`src/verilog/sib_pkg.sv`:
```
// Constants and types of the serial channel block.
// Assumes one AHB-Lite master and a 200 MHz main clock.
package sib_pkg;
  // --------------------------------------------------------------
  // Register byte offsets
  // --------------------------------------------------------------
  localparam logic [7:0] OFS_CTL0 = 8'h00;
  localparam logic [7:0] OFS_CTL1 = 8'h04;
  localparam logic [7:0] OFS_CTL2 = 8'h08;
  localparam logic [7:0] OFS_STAT = 8'h0C;
  localparam logic [7:0] OFS_TXB = 8'h10;
  localparam logic [7:0] OFS_RXB = 8'h14;
  localparam logic [7:0] OFS_PRSM = 8'h18;
  localparam logic [7:0] OFS_PRSCM = 8'h1C;
  // --------------------------------------------------------------
  // Field positions
  // --------------------------------------------------------------
  localparam int CTL0_PWR = 0;
  localparam int CTL0_TXE = 1;
  localparam int CTL0_RXE = 2;
  localparam int CTL0_DIR = 3;
  localparam int CTL0_TMS = 4;
  localparam int CTL1_CKP = 0;
  localparam int CTL1_DAP = 1;
  localparam int CTL1_CKS_LSB = 2;
  localparam int CTL1_CKS_MSB = 4;
  localparam int CTL2_CL_MSB = 3;
  localparam int STAT_BUSY = 0;
  localparam int STAT_OVE = 1;
  localparam int STAT_RXF = 2;
  localparam int PRSM_K_MSB = 1;
  // --------------------------------------------------------------
  // Codes, reset values and timing
  // --------------------------------------------------------------
  localparam logic [7:0] REG_RST = 8'h00;
  localparam logic [2:0] CKS_EXT = 3'h7;
  localparam logic [2:0] SIZE_WORD = 3'h2;
  localparam logic [3:0] LEN_MAX = 4'h8;
  localparam logic [4:0] PRE_BASE = 5'h02;
  localparam logic [8:0] NDIV_ZERO = 9'h100;
  localparam int CLK_MHZ = 200;
  localparam int BAUD_MAX_MHZ = 8;
  localparam int BAUD_MIN_DIV = (CLK_MHZ + BAUD_MAX_MHZ - 1) / BAUD_MAX_MHZ;
  // --------------------------------------------------------------
  // Types
  // --------------------------------------------------------------
  typedef struct packed {
    logic sckOut;
    logic sckOeN;
    logic sdoOut;
  } sib_pins_t;
  typedef struct packed {
    logic pwr;
    logic txe;
    logic rxe;
    logic dir;
    logic tms;
    logic ckp;
    logic dap;
    logic [2:0] cks;
    logic [3:0] cl;
  } sib_cfg_t;
  typedef struct packed {
    sib_cfg_t cfg;
    logic [7:0] txBuf;
    logic [7:0] rxBuf;
    logic [7:0] shReg;
    logic [7:0] prsMode;
    logic [7:0] prsCmp;
    logic [3:0] preCnt;
    logic [7:0] cmpCnt;
    logic busy;
    logic ove;
    logic rxFull;
    logic txPend;
    logic tail;
    logic sdiBit;
    logic sckLvl;
    logic rxIrq;
    logic [4:0] half;
    sib_pins_t pins;
    logic [7:0] addr;
    logic dWrite;
    logic rdWait;
    logic [31:0] hrdata;
    logic [1:0] sckSync;
    logic [1:0] sdiSync;
    logic sckPrev;
  } sib_state_t;
endpackage

```
`src/verilog/sib_serial_channel.sv`:
```
// Clocked serial channel: AHB-Lite registers, baud generator,
// transfer engine and the idle levels of the serial pins.
// Assumes one AHB-Lite master; serial pins are async to mclk.
`timescale 1ns/1ps
`default_nettype none
module sib_serial_channel (
  input wire logic mclk,
  input wire logic resetn,
  input wire logic hsel,
  input wire logic [31:0] haddr,
  input wire logic [1:0] htrans,
  input wire logic hwrite,
  input wire logic [2:0] hsize,
  input wire logic [31:0] hwdata,
  input wire logic hready,
  output logic hreadyout,
  output logic [31:0] hrdata,
  output logic hresp,
  input wire logic sckIn,
  input wire logic sdiIn,
  output sib_pkg::sib_pins_t pins,
  output logic rxCompleteIrq
);
  import sib_pkg::*;
  sib_state_t st_q;
  sib_state_t st_d;
  logic extClk, preTick, baudTick, tick, accept, wrEn;
  logic wrTx, rdRx, startTx, startRx, sampleEdge, finish;
  logic [7:0] wdat, word;
  logic [4:0] lastHalf, preDiv;
  logic [3:0] lenBits, preMax;
  // Serial bit picked by bit order
  function automatic logic outBit(input logic lsbFirst,
                                  input logic [7:0] w);
    outBit = lsbFirst ? w[0] : w[7];
  endfunction
  // One shift step, new bit enters at the far end
  function automatic logic [7:0] shiftIn(input logic lsbFirst,
                                         input logic [7:0] w,
                                         input logic b);
    shiftIn = lsbFirst ? {b, w[7:1]} : {w[6:0], b};
  endfunction

  // --------------------------------------------------------------
  // Baud generator decode
  // --------------------------------------------------------------
  // Prescale by 2^(k+1), then count N = compare (0 means 256)
  always_comb begin
    preDiv = PRE_BASE << st_q.prsMode[PRSM_K_MSB:0];
    preMax = 4'(preDiv - 5'h01);
    extClk = st_q.cfg.cks == CKS_EXT;
    preTick = st_q.cfg.pwr && st_q.preCnt == preMax;
    // Compare minus one wraps 00 to FF, giving 256 counts
    baudTick = preTick && st_q.cmpCnt == 8'(st_q.prsCmp - 8'h01);
    // External clock: every synchronised edge is a half period
    tick = extClk ? (st_q.sckSync[1] ^ st_q.sckPrev) : baudTick;
    if (st_q.cfg.cl == 4'h0 || st_q.cfg.cl > LEN_MAX) begin
      lenBits = LEN_MAX;
    end else begin
      lenBits = st_q.cfg.cl;
    end
    lastHalf = 5'({lenBits, 1'b0} - 5'h01);
  end

  // --------------------------------------------------------------
  // Next state
  // --------------------------------------------------------------
  // Bus writes come first so that engine events override them
  always_comb begin
    st_d = st_q;
    st_d.rxIrq = 1'b0;
    startTx = 1'b0;
    startRx = 1'b0;
    sampleEdge = 1'b0;
    finish = 1'b0;
    word = st_q.shReg;
    // Two-flop synchronisers for the pin inputs
    st_d.sckSync = {st_q.sckSync[0], sckIn};
    st_d.sdiSync = {st_q.sdiSync[0], sdiIn};
    st_d.sckPrev = st_q.sckSync[1];
    // AHB address phase; reads get one wait state
    accept = hsel && hready && htrans[1];
    st_d.dWrite = accept && hwrite && hsize == SIZE_WORD;
    st_d.rdWait = accept && !hwrite;
    if (accept) begin
      st_d.addr = {haddr[7:2], 2'b00};
    end
    wrEn = st_q.dWrite;
    wdat = hwdata[7:0];
    wrTx = wrEn && st_q.addr == OFS_TXB;
    rdRx = st_q.rdWait && st_q.addr == OFS_RXB;
    // Read data captured in the wait cycle; unmapped reads zero
    if (st_q.rdWait) begin
      case (st_q.addr)
        OFS_CTL0: st_d.hrdata = {27'h0, st_q.cfg.tms, st_q.cfg.dir,
                                 st_q.cfg.rxe, st_q.cfg.txe,
                                 st_q.cfg.pwr};
        OFS_CTL1: st_d.hrdata = {27'h0, st_q.cfg.cks, st_q.cfg.dap,
                                 st_q.cfg.ckp};
        OFS_CTL2: st_d.hrdata = {28'h0, st_q.cfg.cl};
        OFS_STAT: st_d.hrdata = {29'h0, st_q.rxFull, st_q.ove,
                                 st_q.busy};
        OFS_TXB: st_d.hrdata = {24'h0, st_q.txBuf};
        OFS_RXB: st_d.hrdata = {24'h0, st_q.rxBuf};
        OFS_PRSM: st_d.hrdata = {24'h0, st_q.prsMode};
        OFS_PRSCM: st_d.hrdata = {24'h0, st_q.prsCmp};
        default: st_d.hrdata = 32'h0000_0000;
      endcase
    end
    // Register writes; settings are not locked while powered
    if (wrEn) begin
      case (st_q.addr)
        OFS_CTL0: begin
          st_d.cfg.pwr = wdat[CTL0_PWR];
          st_d.cfg.txe = wdat[CTL0_TXE];
          st_d.cfg.rxe = wdat[CTL0_RXE];
          st_d.cfg.dir = wdat[CTL0_DIR];
          st_d.cfg.tms = wdat[CTL0_TMS];
        end
        OFS_CTL1: begin
          st_d.cfg.ckp = wdat[CTL1_CKP];
          st_d.cfg.dap = wdat[CTL1_DAP];
          st_d.cfg.cks = wdat[CTL1_CKS_MSB:CTL1_CKS_LSB];
        end
        OFS_CTL2: st_d.cfg.cl = wdat[CTL2_CL_MSB:0];
        OFS_STAT: begin
          if (wdat[STAT_OVE]) begin
            st_d.ove = 1'b0;
          end
        end
        OFS_PRSM: st_d.prsMode = wdat;
        OFS_PRSCM: st_d.prsCmp = wdat;
        default: begin
        end
      endcase
    end
    // Baud counters run only while powered
    if (!st_q.cfg.pwr) begin
      st_d.preCnt = 4'h0;
      st_d.cmpCnt = 8'h00;
    end else if (preTick) begin
      st_d.preCnt = 4'h0;
      st_d.cmpCnt = baudTick ? 8'h00 : 8'(st_q.cmpCnt + 8'h01);
    end else begin
      st_d.preCnt = 4'(st_q.preCnt + 4'h1);
    end
    // Transmit buffer write: single mode drops it while busy
    if (wrTx) begin
      if (!st_q.busy) begin
        st_d.txBuf = wdat;
        startTx = st_q.cfg.pwr && st_q.cfg.txe;
      end else if (st_q.cfg.tms) begin
        st_d.txBuf = wdat;
        st_d.txPend = 1'b1;
      end
      // Busy in single mode: write and start both ignored
    end
    // Receive read frees the buffer; rx-only starts only when idle
    if (rdRx) begin
      st_d.rxFull = 1'b0;
      if (!st_q.busy && st_q.cfg.pwr && !st_q.cfg.txe &&
          st_q.cfg.rxe) begin
        startRx = 1'b1;
      end
    end
    // Transfer engine: one tick is half a serial clock period
    if (startTx || startRx) begin
      st_d.shReg = startTx ? wdat : 8'h00;
      st_d.busy = 1'b1;
      st_d.tail = 1'b0;
      st_d.half = 5'h00;
      st_d.sckLvl = !st_q.cfg.ckp;
    end else if (st_q.busy && !st_q.tail && tick) begin
      // Phase 0 samples on even edges, phase 1 on odd edges
      sampleEdge = st_q.cfg.dap ? st_q.half[0] : !st_q.half[0];
      if (sampleEdge) begin
        st_d.sdiBit = st_q.sdiSync[1];
      end
      st_d.half = 5'(st_q.half + 5'h01);
      st_d.sckLvl = !st_q.sckLvl;
      if (st_q.half == lastHalf) begin
        // Phase 1 ends on a sample edge, so take the live bit
        word = st_q.cfg.dap ?
               shiftIn(st_q.cfg.dir, st_q.shReg, st_q.sdiSync[1]) :
               shiftIn(st_q.cfg.dir, st_q.shReg, st_q.sdiBit);
        st_d.rxIrq = 1'b1;
        if (st_q.cfg.rxe) begin
          st_d.rxBuf = word;
          // Unread word overwritten: overrun, set beats clear
          if (st_q.rxFull && !rdRx) begin
            st_d.ove = 1'b1;
          end
          st_d.rxFull = 1'b1;
        end
        // Phase 1 holds busy for one more half period
        if (st_q.cfg.dap) begin
          st_d.tail = 1'b1;
        end else begin
          finish = 1'b1;
        end
      end else if (!sampleEdge &&
                   !(st_q.cfg.dap && st_q.half == 5'h00)) begin
        st_d.shReg = shiftIn(st_q.cfg.dir, st_q.shReg, st_q.sdiBit);
      end
    end else if (st_q.busy && st_q.tail && baudTick) begin
      finish = 1'b1;
    end
    // End of frame: continuous mode chains a pending word
    if (finish) begin
      st_d.tail = 1'b0;
      if (st_q.cfg.tms && st_d.txPend) begin
        st_d.shReg = st_d.txBuf;
        st_d.txPend = 1'b0;
        st_d.half = 5'h00;
        st_d.sckLvl = !st_q.cfg.ckp;
      end else begin
        st_d.busy = 1'b0;
      end
    end
    // Power off aborts any frame
    if (!st_d.cfg.pwr) begin
      st_d.busy = 1'b0;
      st_d.tail = 1'b0;
      st_d.txPend = 1'b0;
      st_d.half = 5'h00;
    end
    // Pin levels from the next settings, so a rewrite shows at once
    st_d.pins.sckOeN = st_d.cfg.cks == CKS_EXT;
    if (st_d.cfg.pwr && st_d.busy) begin
      st_d.pins.sckOut = st_d.sckLvl;
      st_d.pins.sdoOut = st_d.cfg.txe &&
                         outBit(st_d.cfg.dir, st_d.shReg);
    end else begin
      st_d.pins.sckOut = !st_d.cfg.ckp;
      // Phase 1 presents the first bit ahead of the clock
      st_d.pins.sdoOut = st_d.cfg.txe && st_d.cfg.dap &&
                         outBit(st_d.cfg.dir, st_d.txBuf);
    end
  end

  // --------------------------------------------------------------
  // State register
  // --------------------------------------------------------------
  // Reset leaves the clock pin driven high, matching idle polarity 0
  always_ff @(posedge mclk or negedge resetn) begin
    if (!resetn) begin
      st_q <= '0;
      st_q.pins.sckOut <= 1'b1;
    end else begin
      st_q <= st_d;
    end
  end

  // Bus answers and outputs
  assign hreadyout = !st_q.rdWait;
  assign hrdata = st_q.hrdata;
  assign hresp = 1'b0;
  assign pins = st_q.pins;
  assign rxCompleteIrq = st_q.rxIrq;

  // --------------------------------------------------------------
  // Checks
  // --------------------------------------------------------------
  logic [12:0] gapCnt, expGap;
  logic gapOk;
  logic [8:0] nDiv;

  // Divisor expected from the current prescaler settings
  always_comb begin
    nDiv = (st_q.prsCmp == REG_RST) ? NDIV_ZERO : {1'b0, st_q.prsCmp};
    expGap = 13'({8'h00, PRE_BASE} << st_q.prsMode[PRSM_K_MSB:0]) *
             13'(nDiv);
  end

  // Cycles between baud ticks; restarts on any prescaler rewrite
  always_ff @(posedge mclk or negedge resetn) begin
    if (!resetn) begin
      gapCnt <= 13'h0000;
      gapOk <= 1'b0;
    end else if (!st_q.cfg.pwr || (st_q.dWrite &&
               (st_q.addr == OFS_PRSM || st_q.addr == OFS_PRSCM))) begin
      gapCnt <= 13'h0000;
      gapOk <= 1'b0;
    end else if (baudTick) begin
      gapCnt <= 13'h0001;
      gapOk <= 1'b1;
    end else begin
      gapCnt <= 13'(gapCnt + 13'h0001);
    end
  end
endmodule // sib_serial_channel
`default_nettype wire

```
`config.mk`:
```
export PLATFORM = sky130hd
export DESIGN_NAME = sib_serial_channel
export DESIGN_NICKNAME = d
export VERILOG_FILES = /design/src/verilog/sib_pkg.sv /design/src/verilog/sib_serial_channel.sv
export SDC_FILE = /design/constraint.sdc
export NUM_CORES = 1
export LEC_CHECK = 0
export CAP_MARGIN = 20
export CORE_ASPECT_RATIO = 1.1
export CORE_MARGIN = 5
export CORE_UTILIZATION = 64
export CTS_CLUSTER_SIZE = 20
export DETAILED_ROUTE_END_ITERATION = 16
export DONT_BUFFER_PORTS = 1
export HOLD_SLACK_MARGIN = 0.1
export PLACE_DENSITY = 0.78
export SLEW_MARGIN = 5
export SYNTH_ARGS = -nofsm -noshare
export SYNTH_HDL_FRONTEND = slang
export SYNTH_SLANG_ARGS = --single-unit
export TNS_END_PERCENT = 1
```
`constraint.sdc`:
```
create_clock -name mclk -period 3.7 [get_ports mclk]
set_input_delay 0.37 -clock mclk [delete_from_list [all_inputs] [get_ports mclk]]
set_output_delay 0.37 -clock mclk [all_outputs]
set_load 0.03 [all_outputs]
```
==> flow_metrics.env, run 1 <==
export IMPL_power_share_clock_pct=30.5
export IMPL_synth_simple_area_share_pct=13.4
export IMPL_critPathKind="flip-flop to flip-flop"
export IMPL_netlist_area_um2=5780
export IMPL_yosysSeqAreaShare_pct=44.6
export IMPL_fin_cells=647
export IMPL_ant_nets=0
export IMPL_detailroute_via_count=3935
export IMPL_maxSlewViolCount=0
export IMPL_drt_iter0_markers=360
export IMPL_cts_repair_resized=0
export IMPL_diodes=0
export IMPL_syn_instance_count=536
export IMPL_hold_buffers=6
export IMPL_grt_usage_pct=24.6
export IMPL_p_sw_uw=674
export IMPL_dp_cells=625
export IMPL_die_y_um=110
export IMPL_fin_skew_ps=11.3
export IMPL_grt_overflow=0
export IMPL_cts_root_buffer="clkbuf_8"
export IMPL_worst_r2r_cell_count=11
export IMPL_die_area_um2=11000
export IMPL_ys_top_cells_by_area="dfrtp_1 44%, mux2_2 9.9%, buf_4 4.8%"
export IMPL_peakVddDrop_v=0.000305
export IMPL_muxShareOfSynthArea_pct=18.2
export IMPL_yosysWarnings=0
export IMPL_clk_latency_ps=380
export IMPL_power_frac_seq_pct=56.5
export IMPL_dp_hpwl_mm=9.57
export IMPL_synth_top_area_cell="dfrtp_1"
export IMPL_gp_congestion=0.901
export IMPL_rsz0062_at_grt="no"
export IMPL_gr_usage_met3_pct=4.25
export IMPL_clk_pin_slew_worst_paths_ps=100
export IMPL_swShare_pct=30.1
export IMPL_fillers=719
export IMPL_layout_common_cells="102 x dfrtp_1, 51 x mux2_2, 36 x nand2_1"
export IMPL_drv_cap=0
export IMPL_nNetsFinal=610
export IMPL_fin_area_um2=5960
export IMPL_drc=0
export IMPL_synth_fa_ha_area_share_pct=1.30
export IMPL_fin_crit_ps=3340
export IMPL_multi_input_area_um2=2830
export IMPL_vias_per_cell=6.08
export IMPL_numCtsBuffers=9
export IMPL_grt_pass1_wl_mm=20.6
export IMPL_worstPathMaxFanout=9
export IMPL_mostFrequentLayoutCell="dfrtp_1"
export IMPL_min_period_over_period_pct=90.2
export IMPL_met1_usage_pct=31.4
export IMPL_status="complete, no violations"
export IMPL_critPathRequiredTime_ps=4000
export IMPL_tightest_slew_ps=874
export IMPL_io_pins=114
export IMPL_synth_seq_cells=103
export IMPL_synth_edf_count=0
export IMPL_dp_slack_ps=427
export IMPL_finalSetupViolCount=0
export IMPL_rows=36
export IMPL_synth_xor_xnor_area_share_pct=3.03
export IMPL_power_frac_comb_pct=13.0
export IMPL_core_area_um2=8830
export IMPL_ys_types=72
export IMPL_io_buffers=0
export IMPL_post_drt_wl_per_cell_um=20.0
export IMPL_cp_arrival_ps=3640
export IMPL_clock_sinks=103
export IMPL_max_clock_freq_ghz=0.300
export IMPL_finalHoldViolations=0
export IMPL_dieWidth_um=101
export IMPL_worst_setup_path_end_kind="flip-flop"
export IMPL_start_util_pct=65.5
export IMPL_power_density_nw_per_um2=376
export IMPL_synth_compound_area_share_pct=11.4
export IMPL_p_leak_uw=0.00271
export IMPL_grt_start_max_net_pins=104
export IMPL_seq_area_um2=2580
export IMPL_busiest_layer="met2"
export IMPL_setup_tns_ps=0
export IMPL_async_reset_ff_share_pct=100
export IMPL_place_area_um2=5700
export IMPL_max_slew_margin_pct=41.5
export IMPL_post_cts_setup_buffers=0
export IMPL_ys_flop_type="dfrtp_1"
export IMPL_layout_drive_gt1_share_pct=19.3
export IMPL_synth_top_area_share_pct=44.1
export IMPL_syn_area_per_cell_um2=10.8
export IMPL_clockBufferDepth=2
export IMPL_setup_ws_ps=361
export IMPL_synth_top_family_by_area="multiplexers"
export IMPL_firstDrtPassIters=5
export IMPL_syn_to_final_growth_pct=3.07
export IMPL_cts_tree="built"
export IMPL_drt_wl_total_mm=13.0
export IMPL_hp_class="input port to flip-flop"
export IMPL_htreeDepth=3
export IMPL_min_path_cells=2
export IMPL_crit_path_start_kind="flip-flop"
export IMPL_intPower_uw=1570
export IMPL_grtUsageMet2_pct=41.3
export IMPL_grt_pass1_vias=3952
export IMPL_grt_antenna_before_repair=0
==> stage by stage <==
| stage | utilization, % | total power [µW] | hold slack, ps |
|---|---|---|---|
| final | 67.5 | 2240 | 112 |
| after global routing | 67.5 | 2330 | 113 |
| after CTS | 67.5 | 2250 | 103 |
| after detailed placement | 64.5 | 1550 | 77.5 |
| after global placement | 64.5 | 1540 | 77.6 |
| after floorplan | - | 1520 | 74.4 |
==> cells in the mapped netlist (3+ instances only) <==
| cell | number |
|---|---|
| xor2_1 | 9 |
| a21oi_1 | 12 |
| o2bb2ai_1 | 4 |
| mux2_2 | 51 |
| nand2b_1 | 7 |
| inv_1 | 26 |
| and2_1 | 4 |
| or3_1 | 4 |
| mux2_4 | 6 |
| nand4_1 | 7 |
| dfrtp_1 | 102 |
| o31ai_1 | 3 |
| buf_1 | 3 |
| a211oi_1 | 3 |
| mux4_2 | 6 |
| a21o_1 | 3 |
| nand3_1 | 15 |
| buf_4 | 37 |
| o21ai_1 | 4 |
| ha_1 | 6 |
| nand2_1 | 36 |
| mux2i_1 | 25 |
| nor3_1 | 9 |
| o21ai_0 | 29 |
| a31oi_1 | 6 |
| o21bai_1 | 3 |
| nor2b_1 | 6 |
| and3_1 | 8 |
| nor2_1 | 27 |
| xnor2_1 | 11 |
| clkbuf_1 | 11 |
| a22oi_1 | 6 |
==> cells by family after synthesis <==
logic type | count (synthesis)
AO/OA/AOI/OAI | 97
flip-flops | 103
adder cells (fa/ha/maj) | 6
buffers and inverters | 81
AND/OR/NAND/NOR | 140
XOR/XNOR | 20
other | 1
multiplexers | 88
==> sequential cells by signal (all words and copies together) (netlist names) <==
| register | flops |
|---|---|
| pins | 3 |
| hrdata | 8 |
| st_d | 3 |
| rxCompleteIrq | 1 |
| wrEn | 1 |
| st_q | 87 |
==> final timing paths <==
check                                           from                    to  slack [ps]
worst max-delay path            st_q[75]$_DFFE_PN0P_    st_q[94]$_DFF_PN0_         360
worst min-delay path                       hwdata[1]  st_q[76]$_DFFE_PN0P_         110
worst max register to register  st_q[75]$_DFFE_PN0P_    st_q[94]$_DFF_PN0_         360
worst min register to register     st_d[4]$_DFF_PN0_     st_d[0]$_DFF_PN0_         360
max in group asynchronous                     resetn     pins[2]$_DFF_PN1_        2730
min in group asynchronous                     resetn  st_q[64]$_DFFE_PN0P_         580
==> metal layers <==
metal / wire length (µm) / part of all wire, % / vias to the layer above
met2: 6520 / 50 / 111
li1: - / - / 1845
met4: 425 / 3.3 / 0
met3: 626 / 4.8 / 35
met5: 0 / 0 / -
met1: 5390 / 42 / 1944
==> power by group through the flow <==
stage	combinational, µW	sequential, µW	clock [µW]
after floorplan	292	1220	0
after global placement	256	1280	0
after detailed placement	262	1280	0
after CTS	294	1260	695
after global routing	320	1270	737
final	292	1260	683
==> final cells by class <==
type	instances	area share (%)
multi-input cells	376	47.5
clock inverters	6	0.798
inverters	26	1.64
repair buffers	12	2.06
well taps	114	2.39
flip-flops and latches	103	43.3
clock buffers	10	2.31
==> critical path, stage by stage (launching register included) <==
cell and delay [ps]:
dfrtp_1 490, inv_1 100, ha_1 300, and2_1 210, o21ai_0 160, a21oi_1 140
nor4_4 490, nand4_1 200, o31ai_1 210, and2_1 510, buf_4 250, mux2i_1 190
(Power assumes the default switching activity.)
==> run 2: changes to the inputs <==
- CORE_MARGIN: 5 -> unset
==> flow_metrics.env, run 2 (same netlist as run 1, synthesis figures left out) <==
export IMPL_status="complete, no violations"
export IMPL_power_density_nw_per_um2=372
export IMPL_critPathRequiredTime_ps=4000
export IMPL_grt_antenna_before_repair=0
export IMPL_layout_drive_gt1_share_pct=19.2
export IMPL_setup_tns_ps=0
export IMPL_diodes=0
export IMPL_ant_nets=0
export IMPL_p_leak_uw=0.00271
export IMPL_cts_root_buffer="clkbuf_8"
export IMPL_ff2ff_setup_slack_ps=430
export IMPL_detailroute_via_count=4010
export IMPL_finalSetupViolCount=0
export IMPL_vias_per_cell=6.22
export IMPL_dieWidth_um=92.6
export IMPL_layout_common_cells="102 x dfrtp_1, 51 x mux2_2, 36 x nand2_1"
export IMPL_clk_pin_slew_worst_paths_ps=90
export IMPL_nNetsFinal=609
export IMPL_rsz0062_at_grt="no"
export IMPL_dp_hpwl_mm=9.02
export IMPL_start_util_pct=65.5
export IMPL_rr_endpoint="st_q[94]$_DFF_PN0_"
export IMPL_finalHoldViolations=0
export IMPL_io_pins=114
export IMPL_clockBufferDepth=2
export IMPL_hold_slack_ps=117
export IMPL_maxSlewViolCount=0
export IMPL_grt_overflow=0
export IMPL_hp_class="input port to flip-flop"
export IMPL_r2r_start="st_q[75]$_DFFE_PN0P_"
export IMPL_cts_repair_resized=0
export IMPL_grt_usage_pct=28.3
export IMPL_grt_pass1_vias=3784
export IMPL_fin_crit_ps=3270
export IMPL_drt_iter0_markers=338
export IMPL_drt_wl_total_mm=12.5
export IMPL_firstDrtPassIters=6
export IMPL_mostFrequentLayoutCell="dfrtp_1"
export IMPL_worst_setup_path_end_kind="flip-flop"
export IMPL_clk_latency_ps=370
export IMPL_peakVddDrop_v=0.000245
export IMPL_grt_pass1_wl_mm=20.1
export IMPL_die_area_um2=9420
export IMPL_max_slew_margin_pct=43.9
export IMPL_core_area_um2=8830
export IMPL_drc=0
export IMPL_worst_r2r_cell_count=11
export IMPL_min_period_over_period_pct=88.4
export IMPL_cts_tree="built"
export IMPL_crit_path_start_kind="flip-flop"
export IMPL_fin_skew_ps=9.74
export IMPL_clock_sinks=103
export IMPL_post_drt_wl_per_cell_um=19.4
export IMPL_max_clock_freq_ghz=0.306
export IMPL_grt_start_max_net_pins=104
export IMPL_drv_cap=0
export IMPL_largest_register_ffs=87
export IMPL_startpoint="st_q[75]$_DFFE_PN0P_"
export IMPL_numCtsBuffers=9
export IMPL_critPathKind="flip-flop to flip-flop"
export IMPL_tightest_slew_ps=838
export IMPL_worstPathMaxFanout=8
export IMPL_htreeDepth=3
export IMPL_endpoint="st_q[94]$_DFF_PN0_"
export IMPL_io_buffers=0
export IMPL_cp_arrival_ps=3570
export IMPL_largest_register="st_q"
export IMPL_gp_congestion=0.978
export IMPL_die_y_um=102
export IMPL_rows=36
export IMPL_syn_to_final_growth_pct=2.83
-- run 2: cell count changes in the layout (fill, tap and decap cells not counted), sizes merged --
cell,change
clkbuf,+1
clkinv,+1
dlygate4sd3,-1
inv,-3
-- run 2: layout make-up --
cell class | instances | area [µm²]
fillers | 673 | 2880
multi-input cells | 376 | 2830
flip-flops and latches | 103 | 2580
clock buffers | 11 | 151
well taps | 114 | 143
repair buffers | 11 | 113
inverters | 26 | 97.6
clock inverters | 4 | 30.0
-- run 2: worst min-delay path by stage --
stage,start,end,cells after the start
3_3_place_gp,resetn,st_q[65]$_DFFE_PN0P_,0
5_1_grt,hwdata[0],st_q[75]$_DFFE_PN0P_,2
6_report,hwdata[0],st_q[75]$_DFFE_PN0P_,2
3_5_place_dp,resetn,st_q[67]$_DFFE_PN0P_,0
4_1_cts,hwdata[0],st_q[75]$_DFFE_PN0P_,2
2_1_floorplan,resetn,hrdata[0]$_DFFE_PN0P_,0
-- run 2: repair_timing --
action / CTS / global route
setup buffers: 0 / 0
hold buffers: 5 / 0
hold endpoints to repair: 106 / 0
-- run 2: through the flow --
step / setup slack, ps / total power [µW] / instance area (µm²) / instances / utilization, %
CTS: 486 / 2220 / 5950 / 645 / 67.3
finish: 431 / 2210 / 5950 / 645 / 67.3
global placement: 598 / 1530 / 5700 / 625 / 64.5
detailed placement: 495 / 1540 / 5700 / 625 / 64.5
floorplan: 1020 / 1520 / 5870 / 560 / -
global route: 243 / 2290 / 5950 / 645 / 67.3
-- run 2: critical path, stage by stage, from the launching register on --
cell     delay [ps]
dfrtp_1         490
inv_1           100
ha_1            300
and2_1          200
o21ai_0         160
a21oi_1         120
nor4_4          490
nand4_1         230
o31ai_1         220
and2_1          450
buf_4           250
mux2i_1         190
-- run 2: power breakdown --
part	switching, µW	internal, µW
sequential	84.1	1170
clock	375	280
combinational	178	119
-- run 2: per-layer routing --
| metal | up-vias | track usage [%] | share of wire [%] |
|---|---|---|---|
| met3 | 26 | 4.28 | 4.7 |
| met5 | - | 0 | 0 |
| li1 | 1845 | - | - |
| met1 | 1994 | 37.4 | 43 |
| met2 | 145 | 46.6 | 50 |
| met4 | 0 | 13.1 | 2.6 |
